==> config.mk <==
export PLATFORM = sky130hd
export DESIGN_NAME = system_control_aux_regs
export DESIGN_NICKNAME = d
export VERILOG_FILES = /design/src/sysctl_aux_pkg.sv /design/src/sticky_w1c.sv /design/src/sync_two_flop.sv /design/src/system_control_aux_regs.sv
export SDC_FILE = /design/constraint.sdc
export NUM_CORES = 1
export LEC_CHECK = 0
export BUFFER_PORTS_ARGS = -buffer_cell sky130_fd_sc_hd__buf_2
export CORE_ASPECT_RATIO = 1.1
export CORE_UTILIZATION = 52
export DETAILED_ROUTE_END_ITERATION = 10
export PLACE_DENSITY = 0.77
export SYNTH_ARGS = -nofsm -noshare
export SYNTH_HDL_FRONTEND = slang
export SYNTH_SLANG_ARGS = --single-unit
==> constraint.sdc <==
create_clock -name clk -period 2.3 [get_ports clk]
set_clock_uncertainty 0.05 [all_clocks]
set_input_delay 0.23 -clock clk [delete_from_list [all_inputs] [get_ports clk]]
set_output_delay 0.23 -clock clk [all_outputs]
set_load 0.01 [all_outputs]
==> src/sysctl_aux_pkg.sv <==
// Shared register map, field layout and reset values of the system control register bank.
package sysctl_aux_pkg;

   // Byte addresses of the mapped registers.
   localparam logic [31:0] MEM_MODEL_FEATURE_1_ADDR = 32'he000ed54;
   localparam logic [31:0] MEM_MODEL_FEATURE_2_ADDR = 32'he000ed58;
   localparam logic [31:0] MEM_MODEL_FEATURE_3_ADDR = 32'he000ed5c;
   localparam logic [31:0] ISA_ATTRIBUTES_0_ADDR = 32'he000ed60;
   localparam logic [31:0] ISA_ATTRIBUTES_1_ADDR = 32'he000ed64;
   localparam logic [31:0] ISA_ATTRIBUTES_2_ADDR = 32'he000ed68;
   localparam logic [31:0] ISA_ATTRIBUTES_3_ADDR = 32'he000ed6c;
   localparam logic [31:0] ISA_ATTRIBUTES_4_ADDR = 32'he000ed70;
   localparam logic [31:0] COPROC_ACCESS_CONTROL_ADDR = 32'he000ed88;
   localparam logic [31:0] SOFT_INTERRUPT_TRIGGER_ADDR = 32'he000ef00;
   localparam logic [31:0] AUX_FAULT_LATCH_ADDR = 32'he000ed3c;
   localparam logic [31:0] AUX_FEATURE_DISABLE_ADDR = 32'he000ee00;
   localparam logic [31:0] CORE_IDENTIFICATION_ADDR = 32'he000ee04;
   localparam logic [31:0] FAULT_ADDRESS_ADDR = 32'he000ee08;
   localparam logic [31:0] FAULT_VALID_ADDR = 32'he000ee0c;
   localparam logic [31:0] IRQ_STATUS_ADDR = 32'he000ee10;
   localparam logic [31:0] IRQ_MASK_ADDR = 32'he000ee14;

   // Fixed values of the read-only feature registers.
   localparam logic [31:0] MEM_MODEL_FEATURE_1_VAL = 32'h00000000;
   localparam logic [31:0] MEM_MODEL_FEATURE_2_VAL = 32'h00000000;
   localparam logic [31:0] MEM_MODEL_FEATURE_3_VAL = 32'h00000000;
   localparam logic [31:0] ISA_ATTRIBUTES_0_VAL = 32'h01141110;
   localparam logic [31:0] ISA_ATTRIBUTES_1_VAL = 32'h02112000;
   localparam logic [31:0] ISA_ATTRIBUTES_2_VAL = 32'h21232231;
   localparam logic [31:0] ISA_ATTRIBUTES_3_VAL = 32'h01111131;
   localparam logic [31:0] ISA_ATTRIBUTES_4_VAL = 32'h01310102;

   // Reset values of the writable state.
   localparam logic [31:0] ZERO_WORD = 32'h00000000;
   localparam logic [31:0] COPROC_ACCESS_RESET = 32'h00000000;
   localparam logic [31:0] AUX_FAULT_RESET = 32'h00000000;

   // Bit positions inside the auxiliary feature-disable register.
   localparam int NO_MULTICYCLE_INTERRUPT_BIT = 0;
   localparam int NO_DEFAULT_WRITE_BUFFER_BIT = 1;
   localparam int NO_COND_BLOCK_FOLDING_BIT = 2;
   localparam int NO_FP_OUT_OF_ORDER_BIT = 8;
   localparam int NO_LAZY_FP_STACKING_BIT = 9;
   localparam logic [31:0] AUX_FEATURE_WRITE_MASK = 32'h00000307;

   // Fields of the core identification register.
   localparam int MAKER_CODE_LSB = 24;
   localparam int VARIANT_LSB = 20;
   localparam int ARCH_CONST_LSB = 16;
   localparam int PART_NUMBER_LSB = 4;

   // Fault valid flags and interrupt status bits.
   localparam int MEMMANAGE_VALID_BIT = 0;
   localparam int BUS_VALID_BIT = 1;
   localparam int FAULT_VALID_WIDTH = 2;
   localparam int IRQ_MEMMANAGE_BIT = 0;
   localparam int IRQ_BUS_BIT = 1;
   localparam int IRQ_SOFT_TRIGGER_BIT = 2;
   localparam int IRQ_WIDTH = 3;

endpackage : sysctl_aux_pkg

==> src/sticky_w1c.sv <==
// Vector of sticky flags set by hardware and cleared by writing ones.
`timescale 1ns/1ps
module sticky_w1c #(
   parameter int WIDTH = 32
) (
   input wire logic clk,
   input wire logic reset,
   input wire logic [WIDTH-1:0] setBits,
   input wire logic clearEn,
   input wire logic [WIDTH-1:0] clearBits,
   output logic [WIDTH-1:0] flags
);

   logic [WIDTH-1:0] flags_q;

   // Each bit is its own flop; a set in the clearing cycle wins.
   for (genvar i = 0; i < WIDTH; i++) begin : gen_bit
      always_ff @(posedge clk) begin
         if (reset) begin
            flags_q[i] <= 1'b0;
         end else if (setBits[i]) begin
            flags_q[i] <= 1'b1;
         end else if (clearEn && clearBits[i]) begin
            flags_q[i] <= 1'b0;
         end
      end
   end

   assign flags = flags_q;

endmodule : sticky_w1c

==> src/sync_two_flop.sv <==
// Two flip-flop synchroniser for a vector of independent level inputs.
`timescale 1ns/1ps
module sync_two_flop #(
   parameter int WIDTH = 32
) (
   input wire logic clk,
   input wire logic reset,
   input wire logic [WIDTH-1:0] asyncIn,
   output logic [WIDTH-1:0] syncOut
);

   logic [WIDTH-1:0] stage1_q;
   logic [WIDTH-1:0] stage2_q;

   // The first stage feeds only the second stage.
   always_ff @(posedge clk) begin
      if (reset) begin
         stage1_q <= '0;
         stage2_q <= '0;
      end else begin
         stage1_q <= asyncIn;
         stage2_q <= stage1_q;
      end
   end

   assign syncOut = stage2_q;

endmodule : sync_two_flop

==> src/system_control_aux_regs.sv <==
// System control register bank with feature-disable, identity, fault and trigger registers.
// Functional notes
// - Disable bit 9 forces floating point context to be stacked immediately on exceptions.
// - Disable bit 8 stops floating point instructions completing out of order.
// - Disable bit 2 stops folding of if-then block instructions.
// - Disable bit 1 makes default-map stores bypass the write buffer.
// - Disable bit 0 makes multi-cycle operations finish before interrupt stacking.
// - Bus and memmanage fault addresses share one register; valid flags exclusive.
// - Core identification is read-only with maker, variant, constant, part, revision fields.
// - Each auxiliary fault input high for one cycle latches its status bit.
// - A latched auxiliary fault bit clears only when software writes one there.
// - Setting an auxiliary fault bit never raises an exception or interrupt.
// - Write-only software trigger register at 0xe000ef00, reset value zero.
// - Instruction set and memory model feature registers return fixed values.
// - Read-write coprocessor access control register at 0xe000ed88.
// - Auxiliary fault status register at 0xe000ed3c resets to zero.
`timescale 1ns/1ps
module system_control_aux_regs
   import sysctl_aux_pkg::*;
#(
   parameter int AUX_FAULT_WIDTH = 32,
   parameter int SOFT_IRQ_ID_WIDTH = 9,
   parameter logic [7:0] MAKER_CODE = 8'h5a, // Arbitrary value.
   parameter logic [3:0] VARIANT_CODE = 4'h1, // Arbitrary value.
   parameter logic [3:0] ARCH_CONST_CODE = 4'hc, // Arbitrary value.
   parameter logic [11:0] PART_NUMBER_CODE = 12'h3b7, // Arbitrary value.
   parameter logic [3:0] REVISION_CODE = 4'h2 // Arbitrary value.
) (
   input wire logic clk,
   input wire logic reset,
   input wire logic [31:0] regAddr,
   input wire logic [31:0] regWdata,
   input wire logic regWrite,
   input wire logic regRead,
   output logic [31:0] regRdata,
   input wire logic [AUX_FAULT_WIDTH-1:0] auxFaultInputs,
   input wire logic memmanageFaultCapture,
   input wire logic busFaultCapture,
   input wire logic [31:0] faultAddrIn,
   output logic noLazyFpStacking,
   output logic noFpOutOfOrder,
   output logic noCondBlockFolding,
   output logic noDefaultWriteBuffer,
   output logic noMulticycleInterrupt,
   output logic [31:0] coprocAccessControl,
   output logic softTriggerPulse,
   output logic [SOFT_IRQ_ID_WIDTH-1:0] softTriggerId,
   output logic irq
);

   // Refuse widths that do not fit the 32-bit data path.
   if (AUX_FAULT_WIDTH < 1 || AUX_FAULT_WIDTH > 32) begin : gen_bad_aux_width
      $error("AUX_FAULT_WIDTH must be between 1 and 32");
   end
   if (SOFT_IRQ_ID_WIDTH < 1 || SOFT_IRQ_ID_WIDTH > 32) begin : gen_bad_id_width
      $error("SOFT_IRQ_ID_WIDTH must be between 1 and 32");
   end

   // Address match used by the write decode; the read decode is a case on the address.
   function automatic logic hit(input logic [31:0] addr, input logic [31:0] target);
      hit = (addr == target);
   endfunction : hit

   logic [31:0] auxFeature_q;
   logic [31:0] coproc_q;
   logic [31:0] faultAddr_q;
   logic [FAULT_VALID_WIDTH-1:0] faultValid_q;
   logic [IRQ_WIDTH-1:0] irqMask_q;
   logic softPulse_q;
   logic [SOFT_IRQ_ID_WIDTH-1:0] softId_q;
   logic [31:0] rdata_q;
   logic [31:0] rdata_d;
   logic [AUX_FAULT_WIDTH-1:0] auxSync;
   logic [AUX_FAULT_WIDTH-1:0] auxLatch;
   logic [IRQ_WIDTH-1:0] irqStatus;
   logic [IRQ_WIDTH-1:0] irqEvents;
   logic [31:0] coreId;
   logic wrAux;
   logic wrIrqStatus;

   // Auxiliary fault pins come from system logic and are synchronised first.
   sync_two_flop #(
      .WIDTH(AUX_FAULT_WIDTH)
   ) u_aux_sync (
      .clk(clk),
      .reset(reset),
      .asyncIn(auxFaultInputs),
      .syncOut(auxSync)
   );

   // Auxiliary fault latch: sticky per input, cleared by writing ones.
   assign wrAux = regWrite && hit(regAddr, AUX_FAULT_LATCH_ADDR);
   sticky_w1c #(
      .WIDTH(AUX_FAULT_WIDTH)
   ) u_aux_latch (
      .clk(clk),
      .reset(reset),
      .setBits(auxSync),
      .clearEn(wrAux),
      .clearBits(regWdata[AUX_FAULT_WIDTH-1:0]),
      .flags(auxLatch)
   );

   // Interrupt events; the auxiliary fault latch is deliberately not a source.
   assign irqEvents[IRQ_MEMMANAGE_BIT] = memmanageFaultCapture;
   assign irqEvents[IRQ_BUS_BIT] = busFaultCapture;
   assign irqEvents[IRQ_SOFT_TRIGGER_BIT] = regWrite && hit(regAddr, SOFT_INTERRUPT_TRIGGER_ADDR);
   assign wrIrqStatus = regWrite && hit(regAddr, IRQ_STATUS_ADDR);
   sticky_w1c #(
      .WIDTH(IRQ_WIDTH)
   ) u_irq_status (
      .clk(clk),
      .reset(reset),
      .setBits(irqEvents),
      .clearEn(wrIrqStatus),
      .clearBits(regWdata[IRQ_WIDTH-1:0]),
      .flags(irqStatus)
   );

   // Level interrupt while any unmasked status bit is set.
   assign irq = |(irqStatus & irqMask_q);

   // Interrupt mask register.
   always_ff @(posedge clk) begin
      if (reset) begin
         irqMask_q <= '0;
      end else if (regWrite && hit(regAddr, IRQ_MASK_ADDR)) begin
         irqMask_q <= regWdata[IRQ_WIDTH-1:0];
      end
   end

   // Feature-disable register; only the defined bits take writes.
   always_ff @(posedge clk) begin
      if (reset) begin
         auxFeature_q <= ZERO_WORD;
      end else if (regWrite && hit(regAddr, AUX_FEATURE_DISABLE_ADDR)) begin
         auxFeature_q <= regWdata & AUX_FEATURE_WRITE_MASK;
      end
   end

   // Disable controls driven straight from the register to the core.
   assign noLazyFpStacking = auxFeature_q[NO_LAZY_FP_STACKING_BIT];
   assign noFpOutOfOrder = auxFeature_q[NO_FP_OUT_OF_ORDER_BIT];
   assign noCondBlockFolding = auxFeature_q[NO_COND_BLOCK_FOLDING_BIT];
   assign noDefaultWriteBuffer = auxFeature_q[NO_DEFAULT_WRITE_BUFFER_BIT];
   assign noMulticycleInterrupt = auxFeature_q[NO_MULTICYCLE_INTERRUPT_BIT];

   // Coprocessor access control is plain read-write storage.
   always_ff @(posedge clk) begin
      if (reset) begin
         coproc_q <= COPROC_ACCESS_RESET;
      end else if (regWrite && hit(regAddr, COPROC_ACCESS_CONTROL_ADDR)) begin
         coproc_q <= regWdata;
      end
   end
   assign coprocAccessControl = coproc_q;

   // Software trigger: a write emits a one-cycle pulse with the written number.
   always_ff @(posedge clk) begin
      if (reset) begin
         softPulse_q <= 1'b0;
         softId_q <= '0;
      end else begin
         softPulse_q <= irqEvents[IRQ_SOFT_TRIGGER_BIT];
         if (irqEvents[IRQ_SOFT_TRIGGER_BIT]) begin
            softId_q <= regWdata[SOFT_IRQ_ID_WIDTH-1:0];
         end
      end
   end
   assign softTriggerPulse = softPulse_q;
   assign softTriggerId = softId_q;

   // One shared fault address store; a capture makes its flag the only valid one.
   // A memmanage capture beats a bus capture in the same cycle.
   always_ff @(posedge clk) begin
      if (reset) begin
         faultAddr_q <= ZERO_WORD;
      end else if (memmanageFaultCapture || busFaultCapture) begin
         faultAddr_q <= faultAddrIn;
      end
   end

   // Valid flags: a capture wins over a software clear in the same cycle.
   always_ff @(posedge clk) begin
      if (reset) begin
         faultValid_q <= '0;
      end else if (memmanageFaultCapture) begin
         faultValid_q <= FAULT_VALID_WIDTH'(1 << MEMMANAGE_VALID_BIT);
      end else if (busFaultCapture) begin
         faultValid_q <= FAULT_VALID_WIDTH'(1 << BUS_VALID_BIT);
      end else if (regWrite && hit(regAddr, FAULT_VALID_ADDR)) begin
         faultValid_q <= faultValid_q & ~regWdata[FAULT_VALID_WIDTH-1:0];
      end
   end

   // Identification word assembled from fixed fields.
   always_comb begin
      coreId = ZERO_WORD;
      coreId[MAKER_CODE_LSB +: 8] = MAKER_CODE;
      coreId[VARIANT_LSB +: 4] = VARIANT_CODE;
      coreId[ARCH_CONST_LSB +: 4] = ARCH_CONST_CODE;
      coreId[PART_NUMBER_LSB +: 12] = PART_NUMBER_CODE;
      coreId[3:0] = REVISION_CODE;
   end

   // Read multiplexer; unmapped and write-only addresses read zero.
   always_comb begin
      rdata_d = ZERO_WORD;
      if (regRead) begin
         unique case (regAddr)
            MEM_MODEL_FEATURE_1_ADDR: rdata_d = MEM_MODEL_FEATURE_1_VAL;
            MEM_MODEL_FEATURE_2_ADDR: rdata_d = MEM_MODEL_FEATURE_2_VAL;
            MEM_MODEL_FEATURE_3_ADDR: rdata_d = MEM_MODEL_FEATURE_3_VAL;
            ISA_ATTRIBUTES_0_ADDR: rdata_d = ISA_ATTRIBUTES_0_VAL;
            ISA_ATTRIBUTES_1_ADDR: rdata_d = ISA_ATTRIBUTES_1_VAL;
            ISA_ATTRIBUTES_2_ADDR: rdata_d = ISA_ATTRIBUTES_2_VAL;
            ISA_ATTRIBUTES_3_ADDR: rdata_d = ISA_ATTRIBUTES_3_VAL;
            ISA_ATTRIBUTES_4_ADDR: rdata_d = ISA_ATTRIBUTES_4_VAL;
            COPROC_ACCESS_CONTROL_ADDR: rdata_d = coproc_q;
            AUX_FAULT_LATCH_ADDR: rdata_d = 32'(auxLatch);
            AUX_FEATURE_DISABLE_ADDR: rdata_d = auxFeature_q;
            CORE_IDENTIFICATION_ADDR: rdata_d = coreId;
            FAULT_ADDRESS_ADDR: rdata_d = faultAddr_q;
            FAULT_VALID_ADDR: rdata_d = 32'(faultValid_q);
            IRQ_STATUS_ADDR: rdata_d = 32'(irqStatus);
            IRQ_MASK_ADDR: rdata_d = 32'(irqMask_q);
            default: rdata_d = ZERO_WORD;
         endcase
      end
   end

   // Read data stand for exactly the cycle after the read strobe.
   always_ff @(posedge clk) begin
      if (reset) begin
         rdata_q <= ZERO_WORD;
      end else begin
         rdata_q <= rdata_d;
      end
   end
   assign regRdata = rdata_q;
endmodule : system_control_aux_regs

==> results of run 1 <==
repair_timing:
item,4_1_cts,5_1_grt
hold buffers,95,0
buffers inserted,0,0
setup endpoints to repair,0,0
endpoints found under the hold margin,131,0
gates resized for setup,0,0
power by group:
group | internal (W) | leakage, nW | switching (W) | total (W)
Sequential | 0.00385 | 1.76 | 0.0000617 | 0.00391
Clock | 0.00182 | 0.326 | 0.00141 | 0.00323
Combinational | 0.000307 | 2.56 | 0.000289 | 0.000596
critical path, cell delays in order:
cell,delay [ns]
sky130_fd_sc_hd__buf_2,0.13
sky130_fd_sc_hd__or2_1,0.30
sky130_fd_sc_hd__nor4b_1,0.68
sky130_fd_sc_hd__or3_1,0.26
sky130_fd_sc_hd__a2111oi_4,0.09
sky130_fd_sc_hd__buf_4,0.24
sky130_fd_sc_hd__a311oi_1,0.22
kinds of logic (layout without fill, tap and decap cells):
family          Yosys count  count (layout)  synth area share [%]
simple gates            355             355                  22.6
mux                      20              20                  2.48
flops                   215             215                  52.9
buf+inv                  98             440                  4.88
compound gates          192             192                  17.1
Yosys cell counts (5+ instances only):
cell type and count:
sky130_fd_sc_hd__dfxtp_1 215, sky130_fd_sc_hd__nor2b_1 66, sky130_fd_sc_hd__a222oi_1 12, sky130_fd_sc_hd__mux2i_1 19, sky130_fd_sc_hd__o21ai_0 5, sky130_fd_sc_hd__a211oi_1 6, sky130_fd_sc_hd__buf_2 14, sky130_fd_sc_hd__nor3_1 17
sky130_fd_sc_hd__nand2_1 146, sky130_fd_sc_hd__nand4_1 5, sky130_fd_sc_hd__nor4_1 10, sky130_fd_sc_hd__a22oi_1 14, sky130_fd_sc_hd__nand2b_1 5, sky130_fd_sc_hd__clkbuf_1 41, sky130_fd_sc_hd__a211oi_2 7, sky130_fd_sc_hd__a311oi_1 41
sky130_fd_sc_hd__a21oi_1 78, sky130_fd_sc_hd__nor2_1 63, sky130_fd_sc_hd__inv_1 40, sky130_fd_sc_hd__a22o_1 7
per-stage QoR:
step                cells  hold WS [ns]  util [%]
floorplan             880         0.289         -
global placement     1285         0.368      64.2
detailed placement   1285         0.372      64.2
CTS                  1418      0.000433      74.8
global route         1418        0.0222      74.8
finish               1418        0.0191      74.8
worst min path at each step:
| stage | to | startpoint | cells past startpoint | slack (ns) |
|---|---|---|---|---|
| after global routing | coprocAccessControl[1] | regWdata[1] | 3 | 0.02 |
| after detailed placement | u_aux_sync.syncOut[14] | u_aux_sync.stage1_q[14] | 1 | 0.37 |
| final | coprocAccessControl[1] | regWdata[1] | 3 | 0.02 |
| after CTS | coprocAccessControl[1] | regWdata[1] | 3 | 0.0004 |
| after floorplan | u_aux_latch.flags[0] | regWdata[0] | 1 | 0.29 |
| after global placement | u_aux_sync.syncOut[14] | u_aux_sync.stage1_q[14] | 1 | 0.37 |
cell type report:
type                    count  share of cell area [%]
clock buffers              30                    5.28
repair buffers            362                    22.3
flip-flops and latches    215                    37.9
clock inverters             8                   0.419
well taps                 196                    2.16
inverters                  40                    1.32
multi-input cells         567                    30.6
state kept, by name (all words and copies together) (netlist names):
signal and flops:
u_irq_status.flags 3, softTriggerPulse 1, regRdata 32, faultAddr_q 32, faultValid_q 2, coprocAccessControl 32, auxFeature_q 5, u_aux_sync.stage1_q 32
softTriggerId 9, u_aux_latch.flags 32, irqMask_q 3, u_aux_sync.syncOut 32
metal layers:
metal	vias to the layer above	wire length, µm
met5	-	0
met4	0	1300
met3	101	2040
met2	440	12200
met1	3772	10200
li1	3739	-
==> out/qor.csv, run 1 <==
stage,metric,value,unit
clock_network,H-tree depth reported by CTS,1,
setup_path,"Max FO, Critical Path",12,
grt,largest net degree at the start of global routing,184,
finish,share of final-layout standard cells stronger than drive strength 1,27.1,%
grt,global-route layer with the greatest usage,met2,
setup_path,category of the most critical setup path,in -> reg,
logic_synthesis,YS warnings,0,
logic_synthesis,count of cell types in the netlist,64,
grt,met3 Resource Use GR,5.57,%
route,count of unresolved DRC violations after routing,0,
sta,endpoints failing hold,0,
pwr,ratio of total power to cell area,682,nW/µm²
finish,Final nets,1341,
finish,Syn-to-layout area delta,39.5,%
grt,overall track demand over capacity in global routing,31.3,%
clock_network,clock transition at the registers of the reported paths,0.06,ns
place,routability-driven placement congestion ratio,0.880,
sta,maximum operating frequency,0.548,GHz
place,total placed instance area,9750,µm²
pwr,peak ir drop on the vdd network,0.428,mV
grt,Global Route met2 Usage,51.8,%
logic_synthesis,Post-Syn Nets,1014,
logic_synthesis,share of synthesized registers carrying an async set or reset,0,%
die,Rows,47,
sta,post-route minimum period,1.82,ns
route,number of vias per cell,5.68,
sta,final count of negative-setup-slack endpoints,0,
sta,Max-Slew Margin vs Limit,42.0,%
grt,met1 track demand over resource in global routing,38.7,%
finish,total of fill cells in the finished design,1032,
route,residual antenna-violating net count after detailed routing,0,
pwr,static leakage,4.64,nW
logic_synthesis,flip-flop and latch count after synthesis,215,
grt,global-route wire length before repair,39.5,mm
finish,most frequent cells in the layout,"sky130_fd_sc_hd__dfxtp_1 (215), sky130_fd_sc_hd__buf_2 (212), sky130_fd_sc_hd__nand2_1 (146), sky130_fd_sc_hd__dlygate4sd3_1 (95), sky130_fd_sc_hd__a21oi_1 (78)",
setup_path,reg-to-reg critical path startpoint,u_aux_latch.flags[4],
die,Die Outline Area,16100,µm²
run,Max-cap violations,0,
logic_synthesis,share of the synthesized area in the top cell type,52.9,%
finish,area of all placed cells without fillers,11300,µm²
pwr,PnR Total Power,0.00773,W
setup_path,path depth of the worst reg2reg path,3,
logic_synthesis,"Avg Cell Area, Syn",9.24,µm²
setup_path,data arrival time of the worst path,2.15,ns
place,total half-perimeter wirelength after legalization and detailed placement,16.0,mm
clock_network,maximum buffer depth of the clock tree,3,
logic_synthesis,top cells by area in the synthesized netlist,"sky130_fd_sc_hd__dfxtp_1 (53%), sky130_fd_sc_hd__nand2_1 (6.7%), sky130_fd_sc_hd__nor2b_1 (5.1%), sky130_fd_sc_hd__a21oi_1 (4.8%), sky130_fd_sc_hd__a311oi_1 (4.4%)",
grt,via count of the first global-routing pass,7752,
route,Initial DRT Pass Iterations,6,
route,wire length per cell after detailed routing,18.2,µm
logic_synthesis,"area leader, netlist",sky130_fd_sc_hd__dfxtp_1,
clock_network,count of clock tree sinks,215,
sta,final setup margin,0.476,ns
finish,sequential cell area,4300,µm²
sta,max-slew violation total from the final report,0,
setup_path,R2R setup slack,1.11,ns
route,total routed wirelength,25.7,mm
clock_network,Clock Latency Late Sink,0.49,ns
logic_synthesis,Post-Synthesis Cells,880,
sta,TNS Setup,0,ns
die,Starting Density,53.6,%
grt,Overflow after GRT,0,
place,count of port buffers added during placement,213,
route,count of routing violations after the opening detailed-route iteration,611,
finish,footprint of the multi-input gates,3470,µm²
die,number of primary I/O pins,214,
die,Die Width,121,µm
setup_path,Critical Path Source Type,input pin,
min_path,Hold/Removal Path Class,in -> reg,
sta,unrepaired setup endpoints after global routing,no,
setup_path,CP startpoint,regAddr[1],
sta,actual slew at the worst max-slew pin,0.870,ns
clock_network,number of clock buffers inserted by TritonCTS,21,
setup_path,worst flop-to-flop path endpoint,regRdata[4],
setup_path,"Req. time, crit path",2.63,ns
die,Floorplan Core Area,15200,µm²
logic_synthesis,Most used DFF post-synth,sky130_fd_sc_hd__dfxtp_1,
clock_network,cell chosen for the clock root,sky130_fd_sc_hd__clkbuf_16,
setup_path,crit end category,flop,
grt,number of antenna violations at the first check in global routing,0,
route,vias post-DR,8052,
finish,"most common cell after layout, fill and taps aside",sky130_fd_sc_hd__dfxtp_1,
clock_network,clock tree from TritonCTS,done,
run_status,outcome,finished clean,
die,die extent in y,133,µm
place,Setup Slack @ Placement,0.0491,ns
logic_synthesis,mapped cell area,8130,µm²
logic_synthesis,number of enable flip-flop cells after synthesis,0,
sta,share of the cycle needed by the critical path after routing,79.3,%
finish,n_diodes,0,
logic_synthesis,sequential fraction of the synthesis area,52.9,%
setup_path,end point of the critical path,regRdata[2],
Note: power is estimated with default switching activity, not from simulation.
==> run 2: changes to the inputs <==
ABC_AREA = 1   (was unset)
CORE_UTILIZATION = 48   (was 52)
PLACE_DENSITY = 0.74   (was 0.77)
clock period = 1.6 ns   (was 2.3 ns; I/O delays follow)
==> out/qor.csv, run 2 <==
stage,metric,value,unit,change
logic_synthesis,sequential fraction of the synthesis area,51.8,%,-1.1 points
clock_network,count of clock tree sinks,215,,unchanged
finish,Syn-to-layout area delta,40.1,%,
sta,share of the cycle needed by the critical path after routing,86.2,%,
sta,post-route minimum period,1.38,ns,
pwr,portion of total power attributed to sequential cells,49.9,%,-0.6 points
grt,largest net degree at the start of global routing,102,,-45%
sta,final count of negative-setup-slack endpoints,0,,unchanged
die,Die Outline Area,17800,µm²,+10%
clock_network,number of clock buffers inserted by TritonCTS,22,,+4.8%
clock_network,H-tree depth reported by CTS,1,,unchanged
pwr,Internal Dissipation,0.00874,W,+46%
logic_synthesis,Post-Synthesis Cells,1123,,+28%
logic_synthesis,top cells by area in the synthesized netlist,"sky130_fd_sc_hd__dfxtp_1 (52%), sky130_fd_sc_hd__nor2_1 (11%), sky130_fd_sc_hd__nand2_1 (8.2%), sky130_fd_sc_hd__inv_1 (5.8%), sky130_fd_sc_hd__a21oi_1 (4.6%)",,
pwr,peak ir drop on the vdd network,0.711,mV,+66%
logic_synthesis,share of synthesized registers carrying an async set or reset,0,%,unchanged
sta,endpoints failing hold,0,,unchanged
setup_path,data arrival time of the worst path,1.17,ns,-0.98 ns
setup_path,category of the most critical setup path,reg -> out,,
route,count of routing violations after the opening detailed-route iteration,752,,+23%
grt,via count of the first global-routing pass,8196,,+5.7%
route,total routed wirelength,25.6,mm,-0.40%
setup_path,crit end category,output pin,,
pwr,combinational power share,7.5,%,-0.2 points
finish,most frequent cells in the layout,"sky130_fd_sc_hd__nor2_1 (250), sky130_fd_sc_hd__dfxtp_1 (215), sky130_fd_sc_hd__buf_2 (212), sky130_fd_sc_hd__nand2_1 (181), sky130_fd_sc_hd__inv_1 (128)",,
pwr,Net Switching,0.00255,W,+45%
pwr,ratio of total power to cell area,970,nW/µm²,+42%
logic_synthesis,Commonest cells post-synth,"sky130_fd_sc_hd__nor2_1 (251), sky130_fd_sc_hd__dfxtp_1 (215), sky130_fd_sc_hd__nand2_1 (181)",,
logic_synthesis,YS warnings,0,,unchanged
route,number of vias per cell,4.94,,-13%
logic_synthesis,flip-flop and latch count after synthesis,215,,unchanged
logic_synthesis,most frequent cell after synthesis,sky130_fd_sc_hd__nor2_1,,
pwr,static leakage,5.75,nW,+24%
pwr,switching share of power,22.6,%,-0.15 points
die,Die Width,127,µm,+5.1%
grt,Overflow after GRT,0,,unchanged
grt,global-route wire length before repair,40.5,mm,+2.4%
run_status,outcome,finished clean,,
logic_synthesis,count of cell types in the netlist,27,,-58%
run,Max-cap violations,0,,unchanged
route,vias post-DR,8465,,+5.1%
logic_synthesis,number of enable flip-flop cells after synthesis,0,,unchanged
finish,area of all placed cells without fillers,11600,µm²,+2.6%
place,Setup Slack @ Placement,-0.179,ns,-0.228 ns
setup_path,"Req. time, crit path",1.39,ns,-1.24 ns
finish,total of fill cells in the finished design,1361,,+32%
clock_network,maximum buffer depth of the clock tree,3,,unchanged
clock_network,number of gates resized after CTS,0,,unchanged
route,wire length per cell after detailed routing,15.0,µm,-18%
sta,unrepaired setup endpoints after global routing,no,,
clock_network,cell chosen for the clock root,sky130_fd_sc_hd__clkbuf_16,,
die,Starting Density,49.0,%,-4.6 points
logic_synthesis,share of the synthesized area in the top cell type,51.8,%,-1.1 points
place,routability-driven placement congestion ratio,0.950,,+7.9%
clock_network,# Post-CTS Setup Buffers,0,,unchanged
setup_path,"Max FO, Critical Path",3,,-9
die,die extent in y,140,µm,+5.1%
sta,maximum operating frequency,0.725,GHz,
sta,max-slew violation total from the final report,0,,unchanged
finish,number of standard cells in the final layout excluding fillers,1714,,+21%
place,total half-perimeter wirelength after legalization and detailed placement,17.2,mm,+7.2%
clock_network,clock tree from TritonCTS,done,,
clock_network,number of buffers inserted for hold repair after clock tree synthesis,99,,+4.2%
clock_network,clock transition at the registers of the reported paths,0.06,ns,about the same
logic_synthesis,"area leader, netlist",sky130_fd_sc_hd__dfxtp_1,,
route,count of unresolved DRC violations after routing,0,,unchanged
logic_synthesis,Post-Syn Nets,1257,,+24%
route,Initial DRT Pass Iterations,5,,-1
die,Rows,50,,+6.4%
place,count of port buffers added during placement,213,,unchanged
logic_synthesis,"Avg Cell Area, Syn",7.39,µm²,-20%
finish,"most common cell after layout, fill and taps aside",sky130_fd_sc_hd__nor2_1,,
die,number of primary I/O pins,214,,unchanged
finish,Final nets,1597,,+19%
grt,number of antenna violations at the first check in global routing,0,,unchanged
logic_synthesis,mapped cell area,8300,µm²,+2.1%
logic_synthesis,Most used DFF post-synth,sky130_fd_sc_hd__dfxtp_1,,
setup_path,Critical Path Source Type,flop,,
place,total placed instance area,9950,µm²,+2.1%
finish,share of final-layout standard cells stronger than drive strength 1,23.5,%,-3.6 points
die,Floorplan Core Area,17000,µm²,+12%
min_path,Hold/Removal Path Class,in -> reg,,
place,Placed Cells incl. Taps,1574,,+22%
clock_network,Clock Latency Late Sink,0.50,ns,about the same
sta,TNS Setup,0,ns,unchanged
grt,overall track demand over capacity in global routing,28.7,%,-2.6 points
sta,actual slew at the worst max-slew pin,0.445,ns,-0.424 ns
sta,Max-Slew Margin vs Limit,70.1,%,+28 points
pwr,clock network power share,42.6,%,+0.8 points
route,residual antenna-violating net count after detailed routing,0,,unchanged
sta,final setup margin,0.221,ns,-0.255 ns
==> run 2: cell count changes after synthesis, moves of 35 or more <==
cell,previous run,this run
sky130_fd_sc_hd__nor2_1,63,251
sky130_fd_sc_hd__nand2_1,146,181
sky130_fd_sc_hd__inv_1,40,129
sky130_fd_sc_hd__o21ai_0,5,75
sky130_fd_sc_hd__nor2b_1,66,0
sky130_fd_sc_hd__a311oi_1,41,0
sky130_fd_sc_hd__nand3_1,4,56
==> run 2: power by group through the flow <==
stage	registers, W	clock network, W	logic, W
after global routing	0.00564	0.00511	0.000935
after global placement	0.00574	0	0.000626
after CTS	0.00562	0.00488	0.000829
after detailed placement	0.00574	0	0.000637
after floorplan	0.00571	0	0.000334
final	0.00563	0.00481	0.000850
==> run 2: final timing paths <==
path / to / from / cells past startpoint / slack [ns]
worst min register to register: u_aux_sync.syncOut[28] / u_aux_sync.stage1_q[28] / 2 / 0.34
worst min-delay path: faultValid_q[0] / regWrite / 4 / 0.10
worst max-delay path: irq / u_irq_status.flags[2] / 3 / 0.22
worst max register to register: regRdata[4] / u_aux_latch.flags[4] / 5 / 0.53
==> run 2: per-stage QoR <==
stage	hold WS, ns	util, %	power, W
5_1_grt	0.106	68.6	0.0117
2_1_floorplan	0.217	-	0.00604
3_3_place_gp	0.308	58.7	0.00636
4_1_cts	0.0813	68.6	0.0113
6_report	0.102	68.6	0.0113
3_5_place_dp	0.316	58.7	0.00638
==> run 2: layout make-up <==
cell class	count	area [µm²]	area share, %
inverters	139	524	4.51
diodes	1	2.50	0.0215
clock buffers	31	636	5.46
flip-flops and latches	215	4300	37.0
multi-input cells	719	3200	27.5
clock inverters	9	50.0	0.430
repair buffers	366	2630	22.6
well taps	234	293	2.52
==> run 2: worst max-delay path: stages, from the launching register on <==
cell,delay (ns)
sky130_fd_sc_hd__dfxtp_1,0.39
sky130_fd_sc_hd__nand2_1,0.07
sky130_fd_sc_hd__nand3_1,0.09
sky130_fd_sc_hd__buf_2,0.14
==> run 2: kinds of logic (layout without fill, tap and decap cells) <==
group / count (synthesis) / count (layout) / share of synthesized area (%)
AO/OA/AOI/OAI: 174 / 174 / 10.7
buffers and inverters: 189 / 545 / 9.68
flip-flops: 215 / 215 / 51.8
other: 0 / 1 / 0
AND/OR/NAND/NOR: 545 / 545 / 27.7
==> run 2: routing by layer <==
layer / part of all wire, % / GRT usage, %
met1: 42 / 35.9
met2: 48 / 49.8
met3: 6.7 / 4.09
met4: 3.1 / 10.7
met5: 0 / 0
